$ cat src/verilog/clg_cfg.svh
`ifndef CLG_CFG_SVH
`define CLG_CFG_SVH
// port addresses, all sixteen bits decoded
`define CLG_KEY_PORT      16'hF073
`define CLG_STATUS_PORT   16'hFC72
`define CLG_EMS_PTR_PORT  16'hE072
`define CLG_EMS_PAGE_PORT 16'hE872
`define CLG_P70_SHD_PORT  16'hE472
// gated window: xx72 with the high byte from 10 to FC
`define CLG_GATE_LO_BYTE  8'h72
`define CLG_GATE_HI_MIN   8'h10
`define CLG_GATE_HI_MAX   8'hFC
// the top of the map also uses the x472 and xC72 slots
`define CLG_GATE_HI_D4    8'hD4
`define CLG_GATE_HI_DC    8'hDC
`define CLG_GATE_HI_F4    8'hF4
`define CLG_GATE_HI_FC    8'hFC
// low ten bits of the key port, shared by its legacy aliases
`define CLG_KEY_LOW10     10'h073
// legacy range compare uses address bits 9..0; the fully decoded gated and key ports are excluded
`define CLG_LEGACY_MAX    10'h0FF
`define CLG_UNLOCK_KEY    8'hDA
// status field positions
`define CLG_ST_TOGGLE     15
`define CLG_ST_DMA2_HI    11
`define CLG_ST_DMA2_LO    8
`define CLG_ST_DMA1_HI    7
`define CLG_ST_DMA1_LO    4
`define CLG_ST_PDIR       3
// reset values
`define CLG_RST_LOCKED    1'b1
`define CLG_RST_TOGGLE    1'b0
`endif

$ cat src/verilog/clg_pkg.sv
package clg_pkg;
  // one host I/O cycle as presented to the gate
  typedef struct packed {
    logic        rd;
    logic        wr;
    logic [15:0] addr;
    logic [15:0] wdata;
  } clg_io_req_t;

  // routing decision for the current cycle
  typedef enum logic [1:0] {
    CLG_RT_NONE,
    CLG_RT_INTERNAL,
    CLG_RT_AT_BUS
  } clg_route_t;
endpackage : clg_pkg
$ cat src/verilog/clg_lock_gate.sv
`timescale 1ns/10ps
`include "clg_cfg.svh"

module clg_lock_gate
  import clg_pkg::*;
(
  input  wire logic        clock_i,
  input  wire logic        rst_n_i,
  input  wire logic        clk_en_i,
  input  wire clg_io_req_t io_req_i,
  input  wire logic        io_done_i,
  input  wire logic [3:0]  dma1_mask_i,
  input  wire logic [3:0]  dma2_mask_i,
  input  wire logic        par_dir_i,
  output logic [15:0]      rdata_o,
  output logic             rdata_vld_o,
  output logic             locked_o,
  output logic             to_at_bus_o,
  output logic             reg_sel_o,
  output logic             legacy_sel_o
);

  //--------------------------------------------------------------
  // address classification
  //--------------------------------------------------------------
  // gated window match
  function automatic logic is_gated(input logic [15:0] a);
    if (a == `CLG_EMS_PTR_PORT || a == `CLG_EMS_PAGE_PORT || a == `CLG_P70_SHD_PORT) begin
      is_gated = 1'b0;
    end else if (a[7:0] == `CLG_GATE_LO_BYTE && a[15:8] >= `CLG_GATE_HI_MIN &&
                 a[15:8] <= `CLG_GATE_HI_MAX) begin
      // x072 and x872 slots, plus the four odd slots at the top of the map
      is_gated = (a[10:8] == 3'h0) || (a[15:8] == `CLG_GATE_HI_D4) ||
                 (a[15:8] == `CLG_GATE_HI_DC) || (a[15:8] == `CLG_GATE_HI_F4) ||
                 (a[15:8] == `CLG_GATE_HI_FC);
    end else begin
      is_gated = 1'b0;
    end
  endfunction : is_gated

  logic        cyc;
  logic        gated_hit;
  logic        key_hit;
  logic        stat_hit;
  logic        legacy_hit;
  logic        locked_r;
  logic        toggle_r;
  logic [3:0]  dma1_s1_r, dma1_s2_r, dma2_s1_r, dma2_s2_r;
  logic        pdir_s1_r, pdir_s2_r;
  clg_route_t  route;

  assign cyc        = io_req_i.rd | io_req_i.wr;
  assign key_hit    = (io_req_i.addr == `CLG_KEY_PORT);
  assign stat_hit   = (io_req_i.addr == `CLG_STATUS_PORT);
  assign gated_hit  = is_gated(io_req_i.addr) | stat_hit;
  // legacy ports look at bits 9..0, less the fully decoded gated and key ports
  assign legacy_hit = (io_req_i.addr[9:0] <= `CLG_LEGACY_MAX) & ~gated_hit & ~key_hit;

  //--------------------------------------------------------------
  // routing
  //--------------------------------------------------------------
  always_comb begin
    route = CLG_RT_NONE;
    if (cyc) begin
      if (gated_hit && locked_r) begin
        route = CLG_RT_AT_BUS;
      end else if (gated_hit || key_hit) begin
        route = CLG_RT_INTERNAL;
      end
    end
  end

  assign to_at_bus_o  = (route == CLG_RT_AT_BUS);
  assign reg_sel_o    = (route == CLG_RT_INTERNAL);
  assign legacy_sel_o = cyc & legacy_hit;
  assign locked_o     = locked_r;

  //--------------------------------------------------------------
  // input synchronisers
  //--------------------------------------------------------------
  // masks reset to disabled so a read right after reset shows idle channels
  always_ff @(posedge clock_i) begin
    if (!rst_n_i) begin
      dma1_s1_r <= 4'hF;
      dma1_s2_r <= 4'hF;
      dma2_s1_r <= 4'hF;
      dma2_s2_r <= 4'hF;
      pdir_s1_r <= 1'b0;
      pdir_s2_r <= 1'b0;
    end else if (clk_en_i) begin
      dma1_s1_r <= dma1_mask_i;
      dma1_s2_r <= dma1_s1_r;
      dma2_s1_r <= dma2_mask_i;
      dma2_s2_r <= dma2_s1_r;
      pdir_s1_r <= par_dir_i;
      pdir_s2_r <= pdir_s1_r;
    end
  end

  //--------------------------------------------------------------
  // lock state
  //--------------------------------------------------------------
  always_ff @(posedge clock_i) begin
    if (!rst_n_i) begin
      locked_r <= `CLG_RST_LOCKED;
    end else if (clk_en_i && io_req_i.wr && key_hit && io_done_i) begin
      // upper byte ignored; key compare
      // taken only on the completing edge, so a stretched cycle counts once
      locked_r <= (io_req_i.wdata[7:0] != `CLG_UNLOCK_KEY);
    end
  end

  //--------------------------------------------------------------
  // status port
  //--------------------------------------------------------------
  always_ff @(posedge clock_i) begin
    if (!rst_n_i) begin
      toggle_r <= `CLG_RST_TOGGLE;
    end else if (clk_en_i && reg_sel_o && io_req_i.rd && stat_hit && io_done_i) begin
      toggle_r <= ~toggle_r;
    end
  end

  always_ff @(posedge clock_i) begin
    if (!rst_n_i) begin
      rdata_o     <= 16'h0000;
      rdata_vld_o <= 1'b0;
    end else if (clk_en_i) begin
      rdata_vld_o <= reg_sel_o & io_req_i.rd & stat_hit;
      if (reg_sel_o && io_req_i.rd && stat_hit) begin
        rdata_o <= 16'h0000;
        rdata_o[`CLG_ST_TOGGLE] <= toggle_r;
        rdata_o[`CLG_ST_DMA2_HI:`CLG_ST_DMA2_LO] <= dma2_s2_r;
        rdata_o[`CLG_ST_DMA1_HI:`CLG_ST_DMA1_LO] <= dma1_s2_r;
        rdata_o[`CLG_ST_PDIR] <= pdir_s2_r;
      end
    end
  end
endmodule : clg_lock_gate

$ cat config.mk
export PLATFORM = sky130hd
export DESIGN_NAME = clg_lock_gate
export DESIGN_NICKNAME = d
export VERILOG_FILES = /design/src/verilog/clg_pkg.sv /design/src/verilog/clg_lock_gate.sv
export VERILOG_INCLUDE_DIRS = /design/src /design/src/verilog
export SDC_FILE = /design/constraint.sdc
export NUM_CORES = 1
export LEC_CHECK = 0
export BUFFER_PORTS_ARGS = -buffer_cell sky130_fd_sc_hd__buf_2
export CAP_MARGIN = 40
export CORE_AREA = 3 3 63 65
export DETAILED_ROUTE_END_ITERATION = 10
export DIE_AREA = 0 0 66 68
export GPL_TIMING_DRIVEN = 1
export PLACE_DENSITY = 0.73
export SLEW_MARGIN = 25
export SYNTH_ARGS = -nofsm -noshare
export SYNTH_HDL_FRONTEND = slang
export SYNTH_SLANG_ARGS = --single-unit
export TNS_END_PERCENT = 50
$ cat constraint.sdc
create_clock -name clock_i -period 1.8 [get_ports clock_i]
set_clock_uncertainty 0.2 [all_clocks]
set_input_delay 0.36 -clock clock_i [delete_from_list [all_inputs] [get_ports clock_i]]
set_output_delay 0.36 -clock clock_i [all_outputs]
set_load 0.01 [all_outputs]
==> Yosys cells after proc, flatten, opt, wreduce, memory -nomap -nowiden <==
Index checks and enable logic that the tools add are counted.
{ "totals": {"register_bits": 31, "latchBits": 0, "ramBits": 0, "mem_bits_ro": 0, "in_bits": 47, "output_inout_bits": 21, "wordCells": 62, "mem_count": 0} }
{ "classes": {"add_sub_neg": 0, "n_mul": 0, "div": 0, "order_cmp": 3, "n_eq_ne": 13, "shift": 0, "muxes": 5, "n_bitwise": 10, "n_reduce_logical": 21} }
{ "ops": {"columns": ["operator", "count"], "rows": [
  ["$eq 16x16->1 const B", 5],
  ["$eq 8x8->1 const B", 4],
  ["$logic_and 1x1->1", 12],
  ["$le 10x8->1 const B", 1],
  ["$eq 8x7->1 const B", 1],
  ["$ge 8x5->1 const B", 1],
  ["$le 8x8->1 const B", 1],
  ["$ne 8x8->1 const B", 1],
  ["$logic_or 1x1->1", 7],
  ["$and 1x1->1", 5],
  ["$mux 2", 2],
  ["$logic_not 3->1", 1],
  ["$mux 1", 3],
  ["$not 1->1", 3],
  ["$eq 2x1->1 const B", 1],
  ["$eq 2x2->1 const B", 1],
  ["$or 1x1->1", 2],
  ["$reduce_and 2->1", 1]
]} }

==> Depth between registers and ports, before layout <==
Gate-level depths: netlist (run 1).
{ "depth": {"ltp_word": 17, "depth_mapped": 7, "depth_no_buf": 5} }

==> Worst setup path before layout (run 1) <==
OpenSTA, ideal clock, no wires.
{ "synth_timing": {"path_kind": "input-to-output", "from": "input io_req_i[31] (netlist name)", "to": "output legacy_sel_o", "arrival_time_ps": 1570, "required_ps": 1240, "setup_slack_ps": -330, "cell_stages": 5, "n_path_buf": 0, "path_cell_list": "or4_1 -> o2111ai_1 -> or2_2 -> nand2_1 -> a211oi_1"} }
{ "synth_via": {"elab_chain_cells": 12, "word_cells_on_any_way": 27, "classes_between": "order compare (2); eq/ne (9); mux (2); bitwise (6); reduce/logical (8)"} }
{ "synth_lines": {"columns": ["element", "line_no", "rtl"], "rows": [
  ["from (decl)", "clg_lock_gate.sv:10", "input wire clg_io_req_t io_req_i,"],
  ["parallel branches: the longest is 10 deep, another holds $ge 8x5->1", null, null],
  ["$and 1x1->1 (*)", "clg_lock_gate.sv:57", "assign legacy_hit = (io_req_i.addr[9:0] <= `CLG_LEGACY_MAX) & ~gated_hit & ~key_hit;"],
  ["$and 1x1->1 (*)", "clg_lock_gate.sv:75", "assign legacy_sel_o = cyc & legacy_hit;"],
  ["to (decl)", "clg_lock_gate.sv:20", "output logic legacy_sel_o"]
]} }
Mark *: on every way between the ends.

==> Worst setup path after layout (run 1) <==
{ "layout_timing": {"from": "input io_req_i[29] (netlist name)", "to": "output legacy_sel_o"} }
The elaborated chain is that of the path after synthesis.

==> results.json, run 1 <==
{
  "status": "complete, but fails checks",
  "violations": "negative setup slack",
  "die_area_um2": 4490,
  "period_share": 1.20,
  "numCtsBuffers": 5,
  "grt_util_met2": 0.255,
  "setup_viol": 5,
  "place_area_um2": 1780,
  "path_cells": "buf_6, or4_4, o2111ai_4, or2_4, nand2_2, a211oi_2, buf_2",
  "gp_congestion": 0.754,
  "final_nets": 275,
  "ys_ff_latch": 31,
  "grt_max_degree": 19,
  "r2r_cells": 4,
  "holdBufCountCts": 0,
  "fin_cells": 273,
  "peakVddDrop_v": 0.000547,
  "endpoint_kind": "output pin",
  "met3_usage": 0.0378,
  "via_per_inst": 5.06,
  "drtPass1Iterations": 4,
  "num_antenna_cells": 0,
  "worstPathArrival_ns": 1.60,
  "crit_fanout": 3,
  "min_path_type": "in -> reg",
  "max_stage_delay_ns": 0.54,
  "die_y_um": 68,
  "worstReg2RegEnd": "toggle_r",
  "synth.avg_cell_area_um2": 8.88,
  "cts_root_buffer": "clkbuf_4",
  "p_leak_nw": 0.909,
  "track_usage": 0.152,
  "grt_pass1_wl_mm": 5.40,
  "chipWidth_um": 66,
  "cts_sinks": 31,
  "port-buffer-count": 53,
  "p_per_area_nw_per_um2": 616,
  "drt_wl_total_mm": 3.54,
  "rrSetupSlack_ns": 0.33,
  "yosys_warnings": 0,
  "max_freq_mhz": 463,
  "core_area_um2": 3390,
  "finalHoldViolCount": 0,
  "slowest_stage": "or4_4",
  "cap_violations": 0,
  "drive_gt1_frac": 0.441,
  "grt_use_met1": 0.199,
  "rr_startpoint": "locked_o",
  "syn_area_um2": 1390,
  "grt_overflow": 0,
  "crit_path_start": "io_req_i[29]",
  "start_util": 0.409,
  "htree_num_levels": 2,
  "dp_cells": 258,
  "num_vias": 1381,
  "cp.required_ns": 1.24,
  "grt_pass1_vias": 1229,
  "antenna_left": 0,
  "cts_buffer_depth": 2,
  "clk_pin_slew_worst_paths_ns": 0.09,
  "wire_per_inst_um": 13.0,
  "rsz0062_at_grt": "yes",
  "areaGrowthSynthToFinish_pct": 44.6,
  "core.rowCount": 21,
  "period_minus_slack_ns": 2.16,
  "drt-initial-drc-count": 38,
  "crit_path_start_kind": "input pin",
  "grt.busiest_layer": "met2",
  "slew_violations": 0,
  "io_pins": 68,
  "synth.distinct_cells": 33,
  "design_area_um2": 2000,
  "syn_inst": 156,
  "ys_seq_area_frac": 0.448,
  "worst-setup-path-type": "in -> out",
  "hpwl_mm": 2.32,
  "fin_ws_ns": -0.359,
  "antenna_found_initial": 0,
  "whs_path_depth": 3,
  "cts_tree": "built",
  "crit_end": "legacy_sel_o",
  "clk-insertion-delay-late_ns": 0.31,
  "drc": 0
}
logic make-up after synthesis:
| family | synth area share |
|---|---|
| flops | 0.448 |
| compound gates | 0.127 |
| buf+inv | 0.0723 |
| simple gates | 0.220 |
| mux | 0.130 |
| other cells | 0.00271 |
synthesized netlist by cell type:
cell type	number	area (um2)
dfxtp_1	31	621
nand2_1	20	75.1
mux2i_1	18	180
a21oi_1	14	70.1
o21ai_0	13	65.1
nand4_1	11	68.8
clkbuf_1	7	26.3
buf_4	6	45.0
nor2_1	5	18.8
inv_1	3	11.3
buf_2	2	10.0
nand3_1	2	10.0
nand4b_1	2	17.5
nor3_1	2	10.0
or4_1	2	15.0
a211oi_1	1	7.51
a21bo_2	1	10.0
and4_1	1	8.76
and4b_1	1	10.0
buf_1	1	3.75
conb_1	1	3.75
inv_2	1	3.75
nand2b_1	1	6.26
nor4_2	1	12.5
nor4bb_1	1	10.0
o2111ai_1	1	8.76
o21a_1	1	7.51
o31ai_1	1	7.51
or2_1	1	6.26
or2_2	1	6.26
or3_1	1	6.26
or3b_1	1	8.76
or4b_4	1	13.8
critical path: cells and delay by family:
family	cells	cell delay, ns
buffers and inverters	2	0.25
AND/OR/NAND/NOR	3	0.74
AO/OA/AOI/OAI	2	0.25
per-stage QoR:
stage	worst slack [ns]	util	setup TNS [ns]	hold slack (ns)	power [mW]
after floorplan	-0.173	-	-1.19	0.241	0.818
after global placement	-0.363	0.525	-4.15	0.247	0.875
after detailed placement	-0.375	0.525	-4.37	0.260	0.877
after CTS	-0.368	0.562	-0.834	0.0566	1.22
after global routing	-0.431	0.591	-1.59	0.0546	1.29
final	-0.359	0.591	-0.939	0.0596	1.23
cell usage in the layout (no fill, tap or decap), types with 2 or more instances in the layout:
| master | count |
|---|---|
| clkbuf_4 | 5 |
| nand3_1 | 2 |
| conb_1 | 6 |
| o21ai_2 | 5 |
| nand4_1 | 11 |
| buf_6 | 9 |
| nand2_1 | 19 |
| buf_8 | 2 |
| buf_4 | 16 |
| a21oi_1 | 13 |
| o21ai_0 | 6 |
| dfxtp_1 | 31 |
| nor2_1 | 5 |
| buf_2 | 49 |
| nand4b_1 | 2 |
| mux2i_1 | 18 |
| inv_1 | 3 |
timing repair:
item,4_1_cts,5_1_grt
pin swaps,9,14
cloned,0,2
resized for setup,16,20
setup buffers,3,5
endpoints found under the setup margin,4,16
area by class of cell:
| cell class | instances | area, um2 |
|---|---|---|
| Tap cell | 46 | 57.6 |
| Multi-Input combinational cell | 110 | 772 |
| Clock buffer | 6 | 41.3 |
| Inverter | 4 | 15.0 |
| Sequential cell | 31 | 621 |
| Fill cell | 316 | 1390 |
| Timing Repair Buffer | 76 | 497 |
worst min path at each step:
| stage | start | end | slack, ns |
|---|---|---|---|
| final | dma2_mask_i[3] | dma2_s1_r[3] | 0.06 |
| after global routing | dma1_mask_i[2] | dma1_s1_r[2] | 0.05 |
| after CTS | dma1_mask_i[3] | dma1_s1_r[3] | 0.06 |
| after detailed placement | rdata_vld_o | rdata_vld_o | 0.26 |
| after global placement | rdata_vld_o | rdata_vld_o | 0.25 |
| after floorplan | dma1_s2_r[0] | dma1_s2_r[0] | 0.24 |
routing by layer:
layer | vias to the layer above | wire [um]
li1 | 692 | -
met2 | 50 | 1740
met4 | 0 | 11
met5 | - | 0
met3 | 2 | 232
met1 | 637 | 1550
power by group:
part           leakage (nW)  internal [mW]  switching [mW]
clock network        0.0242          0.139           0.205
logic                 0.632         0.0992          0.0775
registers             0.253          0.705         0.00957
sequential cells by signal, summed over array words and instances, names as in the netlist:
| name | flops |
|---|---|
| toggle_r | 1 |
| locked_o | 1 |
| rdata_vld_o | 1 |
| dma1_s2_r | 4 |
| dma2_s1_r | 4 |
| pdir_s2_r | 1 |
| rdata_o | 10 |
| dma1_s1_r | 4 |
| dma2_s2_r | 4 |
| pdir_s1_r | 1 |
Note: power is estimated with default switching activity, not from simulation.
==> inputs of run 2 (changes only) <==
--- a/config.mk
+++ b/config.mk
@@ -8,11 +8,11 @@
 export LEC_CHECK = 0
 export BUFFER_PORTS_ARGS = -buffer_cell sky130_fd_sc_hd__buf_2
 export CAP_MARGIN = 40
-export CORE_AREA = 3 3 63 65
+export CORE_AREA = 3 3 75 56
 export DETAILED_ROUTE_END_ITERATION = 10
-export DIE_AREA = 0 0 66 68
-export GPL_TIMING_DRIVEN = 1
-export PLACE_DENSITY = 0.73
+export DIE_AREA = 0 0 78 59
+export GPL_TIMING_DRIVEN = 0
+export PLACE_DENSITY = 0.72
 export SLEW_MARGIN = 25
 export SYNTH_ARGS = -nofsm -noshare
 export SYNTH_HDL_FRONTEND = slang
==> results.json, run 2 (same netlist as run 1, synthesis figures left out) <==
{
  "status": "complete, but fails checks",
  "violations": "negative setup slack",
  "htree_num_levels": 2,
  "final_common_cell": "buf_2",
  "grt_max_degree": 11,
  "peakVddDrop_v": 0.000538,
  "antenna_found_initial": 0,
  "fin_util": 0.563,
  "tightestPinTransition_ns": 0.690,
  "grt_pass1_wl_mm": 5.49,
  "slew_headroom": 0.540,
  "p_sw_mw": 0.319,
  "drt-initial-drc-count": 57,
  "cts_tree": "built",
  "slew_violations": 0,
  "dpl_worst_slack_ns": -0.411,
  "areaGrowthSynthToFinish_pct": 42.7,
  "cap_violations": 0,
  "p_leak_nw": 0.910,
  "worstPathArrival_ns": 1.59,
  "num_vias": 1323,
  "hold_ws_ns": 0.0966,
  "cts_buffer_depth": 2,
  "die_area_um2": 4600,
  "cts_sinks": 31,
  "drc": 0,
  "internal_power_mw": 1.09,
  "dp_cells": 262,
  "cts_root_buffer": "clkbuf_8",
  "gp_congestion": 0.788,
  "port-buffer-count": 51,
  "endpoint_kind": "output pin",
  "switching_share": 0.226,
  "start_util": 0.394,
  "drive_gt1_frac": 0.396,
  "rsz0062_at_grt": "yes",
  "worst-setup-path-type": "in -> out",
  "cp.required_ns": 1.24,
  "period_minus_slack_ns": 2.15,
  "via_per_inst": 4.81,
  "tns_ns": -0.984,
  "min_path_type": "in -> reg",
  "io_pins": 68,
  "max_freq_mhz": 464,
  "fin_cells": 275,
  "die_y_um": 59,
  "total_power_mw": 1.41,
  "grt_overflow": 0,
  "wire_per_inst_um": 12.5,
  "antenna_left": 0,
  "track_usage": 0.151,
  "num_antenna_cells": 0,
  "hpwl_mm": 2.49,
  "pwr-share-seq": 0.508,
  "clock_power_share": 0.378,
  "p_per_area_nw_per_um2": 713,
  "setup_viol": 5,
  "crit_path_start_kind": "input pin",
  "grt_pass1_vias": 1243,
  "chipWidth_um": 78,
  "numCtsBuffers": 5,
  "clk_pin_slew_worst_paths_ns": 0.06,
  "clk-insertion-delay-late_ns": 0.27,
  "drt_wl_total_mm": 3.44,
  "drtPass1Iterations": 4,
  "fin_ws_ns": -0.353,
  "combPwrFrac": 0.114,
  "regMostFlops": "rdata_o",
  "period_share": 1.20,
  "largest_reg_flops": 10,
  "place_area_um2": 1750,
  "layout.cells.most_common_list": "buf_2, dfxtp_1, mux2i_1, nand2_1, a21oi_1",
  "core_area_um2": 3510,
  "crit_fanout": 3,
  "core.rowCount": 18,
  "finalHoldViolCount": 0,
  "final_nets": 272,
  "design_area_um2": 1980
}
==> run 2: layout make-up <==
cell class	instances	area (um2)
flip-flops and latches	31	621
well taps	50	62.6
repair buffers	57	332
clock inverters	1	5.00
multi-input cells	110	747
fillers	346	1540
plain buffers	16	113
clock buffers	6	82.6
inverters	4	15.0
==> run 2: worst paths after layout <==
| check | to | cells after the start | slack, ns | from |
|---|---|---|---|---|
| setup / recovery | legacy_sel_o | 7 | -0.35 | io_req_i[29] |
| hold / removal | dma2_s1_r[3] | 3 | 0.1 | dma2_mask_i[3] |
| setup reg to reg | toggle_r | 3 | 0.30 | locked_o |
| hold reg to reg | rdata_vld_o | 2 | 0.25 | rdata_vld_o |
==> run 2: power groups by stage <==
stage	logic, mW	registers, mW	clock network [mW]
2_1_floorplan	0.0902	0.727	0
3_5_place_dp	0.146	0.731	0
3_3_place_gp	0.143	0.730	0
4_1_cts	0.158	0.716	0.546
5_1_grt	0.179	0.717	0.576
6_report	0.161	0.715	0.533
==> run 2: worst max-delay path: stages <==
cell       delay [ns]
buf_6            0.09
or4_4            0.53
o2111ai_4        0.09
or2_4            0.16
nand2_2          0.05
a211oi_2         0.16
buf_2            0.16
==> run 2: layer usage <==
metal / vias to the layer above / part of all wire / track usage
met2: 37 / 0.48 / 0.250
li1: 684 / - / -
met1: 598 / 0.45 / 0.192
met4: 0 / 0.0096 / 0.0474
met3: 4 / 0.059 / 0.0456
met5: - / 0 / 0
==> run 2: timing repair <==
item	in CTS	in global routing
pin swaps	5	6
endpoints found under the setup margin	15	15
setup buffers	3	2
gates resized for setup	24	13
cloned	1	0
hold buffers	0	0
==> inputs of run 3 (changes only) <==
--- a/config.mk
+++ b/config.mk
@@ -7,10 +7,9 @@
 export NUM_CORES = 1
 export LEC_CHECK = 0
 export BUFFER_PORTS_ARGS = -buffer_cell sky130_fd_sc_hd__buf_2
-export CAP_MARGIN = 40
-export CORE_AREA = 3 3 75 56
+export CORE_AREA = 4 4 76 57
 export DETAILED_ROUTE_END_ITERATION = 10
-export DIE_AREA = 0 0 78 59
+export DIE_AREA = 0 0 80 61
 export GPL_TIMING_DRIVEN = 0
 export PLACE_DENSITY = 0.72
 export SLEW_MARGIN = 25
==> results.json, run 3 (same netlist as run 1, synthesis figures left out) <==
{
  "finalHoldViolCount": 0,
  "cts_root_buffer": "clkbuf_8",
  "fin_cells": 281,
  "track_usage": 0.150,
  "violations": "negative setup slack",
  "final_nets": 279,
  "grt_pass1_wl_mm": 5.60,
  "rsz0062_at_grt": "yes",
  "peakVddDrop_v": 0.000426,
  "antenna_found_initial": 0,
  "cts_buffer_depth": 2,
  "max_freq_mhz": 464,
  "final_common_cell": "buf_2",
  "port-buffer-count": 51,
  "n_fill_cell": 334,
  "drive_gt1_frac": 0.420,
  "slew_violations": 0,
  "crit_path_start_kind": "input pin",
  "total_power_mw": 1.37,
  "io_pins": 68,
  "tns_ns": -1.21,
  "drtPass1Iterations": 4,
  "num_antenna_cells": 0,
  "dp_cells": 262,
  "htree_num_levels": 2,
  "clk-insertion-delay-late_ns": 0.28,
  "wire_per_inst_um": 12.9,
  "drt-initial-drc-count": 59,
  "worst-setup-path-type": "in -> out",
  "seq_area_um2": 621,
  "p_per_area_nw_per_um2": 678,
  "core_area_um2": 3510,
  "chipWidth_um": 80,
  "cp.required_ns": 1.24,
  "via_per_inst": 4.84,
  "p_leak_nw": 0.936,
  "cap_violations": 0,
  "layout.cells.most_common_list": "buf_2, dfxtp_1, buf_4",
  "hpwl_mm": 2.54,
  "tightestPinTransition_ns": 0.709,
  "crit_fanout": 3,
  "cts_tree": "built",
  "core.rowCount": 18,
  "holdBufCountCts": 0,
  "min_path_type": "in -> reg",
  "num_vias": 1359,
  "gp_congestion": 0.740,
  "endpoint_kind": "output pin",
  "die_area_um2": 4880,
  "rrSetupSlack_ns": 0.32,
  "die_y_um": 61,
  "clk_pin_slew_worst_paths_ns": 0.06,
  "worstPathArrival_ns": 1.59,
  "status": "complete, but fails checks",
  "grt_max_degree": 11,
  "grt_overflow": 0,
  "period_minus_slack_ns": 2.15,
  "fin_ws_ns": -0.355,
  "cts_sinks": 31,
  "areaGrowthSynthToFinish_pct": 46.4,
  "multi_input_area_um2": 753,
  "regMostFlops": "rdata_o",
  "setup_viol": 13,
  "period_share": 1.20,
  "start_util": 0.394,
  "antenna_left": 0,
  "drc": 0,
  "largest_reg_flops": 10,
  "hold_ws_ns": 0.0959,
  "grt_pass1_vias": 1216,
  "numCtsBuffers": 5,
  "drt_wl_total_mm": 3.62,
  "slew_headroom": 0.528
}
[run 3: cell types whose count changed in the layout (fill, tap and decap cells not counted), sizes merged]
cell,before,now
clkinv,1,0
buf,68,73
clkbuf,11,13
[run 3: layout make-up]
cell class / count / area share
multi-input cells: 110 / 0.371
flip-flops and latches: 31 / 0.306
repair buffers: 64 / 0.189
plain buffers: 16 / 0.0592
clock buffers: 6 / 0.0358
well taps: 50 / 0.0308
inverters: 4 / 0.00740
[run 3: final timing paths]
| kind | startpoint | endpoint | cells after the start |
|---|---|---|---|
| worst min register to register | rdata_o[5] | rdata_o[5] | 2 |
| worst max register to register | locked_o | toggle_r | 3 |
| worst min-delay path | dma1_mask_i[3] | dma1_s1_r[3] | 3 |
| worst max-delay path | io_req_i[29] | legacy_sel_o | 7 |
[run 3: metrics by stage]
step                utilization  instance area [um2]  setup WS, ns
floorplan                     -                 1440        -0.173
global placement          0.499                 1750        -0.411
detailed placement        0.499                 1750        -0.452
CTS                       0.566                 1990        -0.351
global route              0.577                 2030        -0.403
finish                    0.577                 2030        -0.355
[run 3: repair_timing]
action,in CTS,in global routing
endpoints found under the setup margin,15,15
setup buffers,9,3
gates resized for setup,34,6
gates cloned,1,0
hold endpoints to repair,0,0
pin swaps,10,1
[run 3: power by group]
part	internal, mW	switching (mW)
sequential	0.706	0.0103
clock	0.257	0.235
combinational	0.0900	0.0762
total	1.05	0.322
[run 3: critical path: stages]
cell,delay (ns)
buf_6,0.09
or4_4,0.53
o2111ai_4,0.09
or2_4,0.16
nand2_2,0.04
a211oi_2,0.15
buf_2,0.15
[run 3: routing by layer]
layer  up-vias  wire length, um  GRT usage
li1        696                -          -
met5         -                0          0
met3         0              238     0.0593
met2        41             1660      0.225
met4         0                0     0.0217
met1       622             1730      0.210
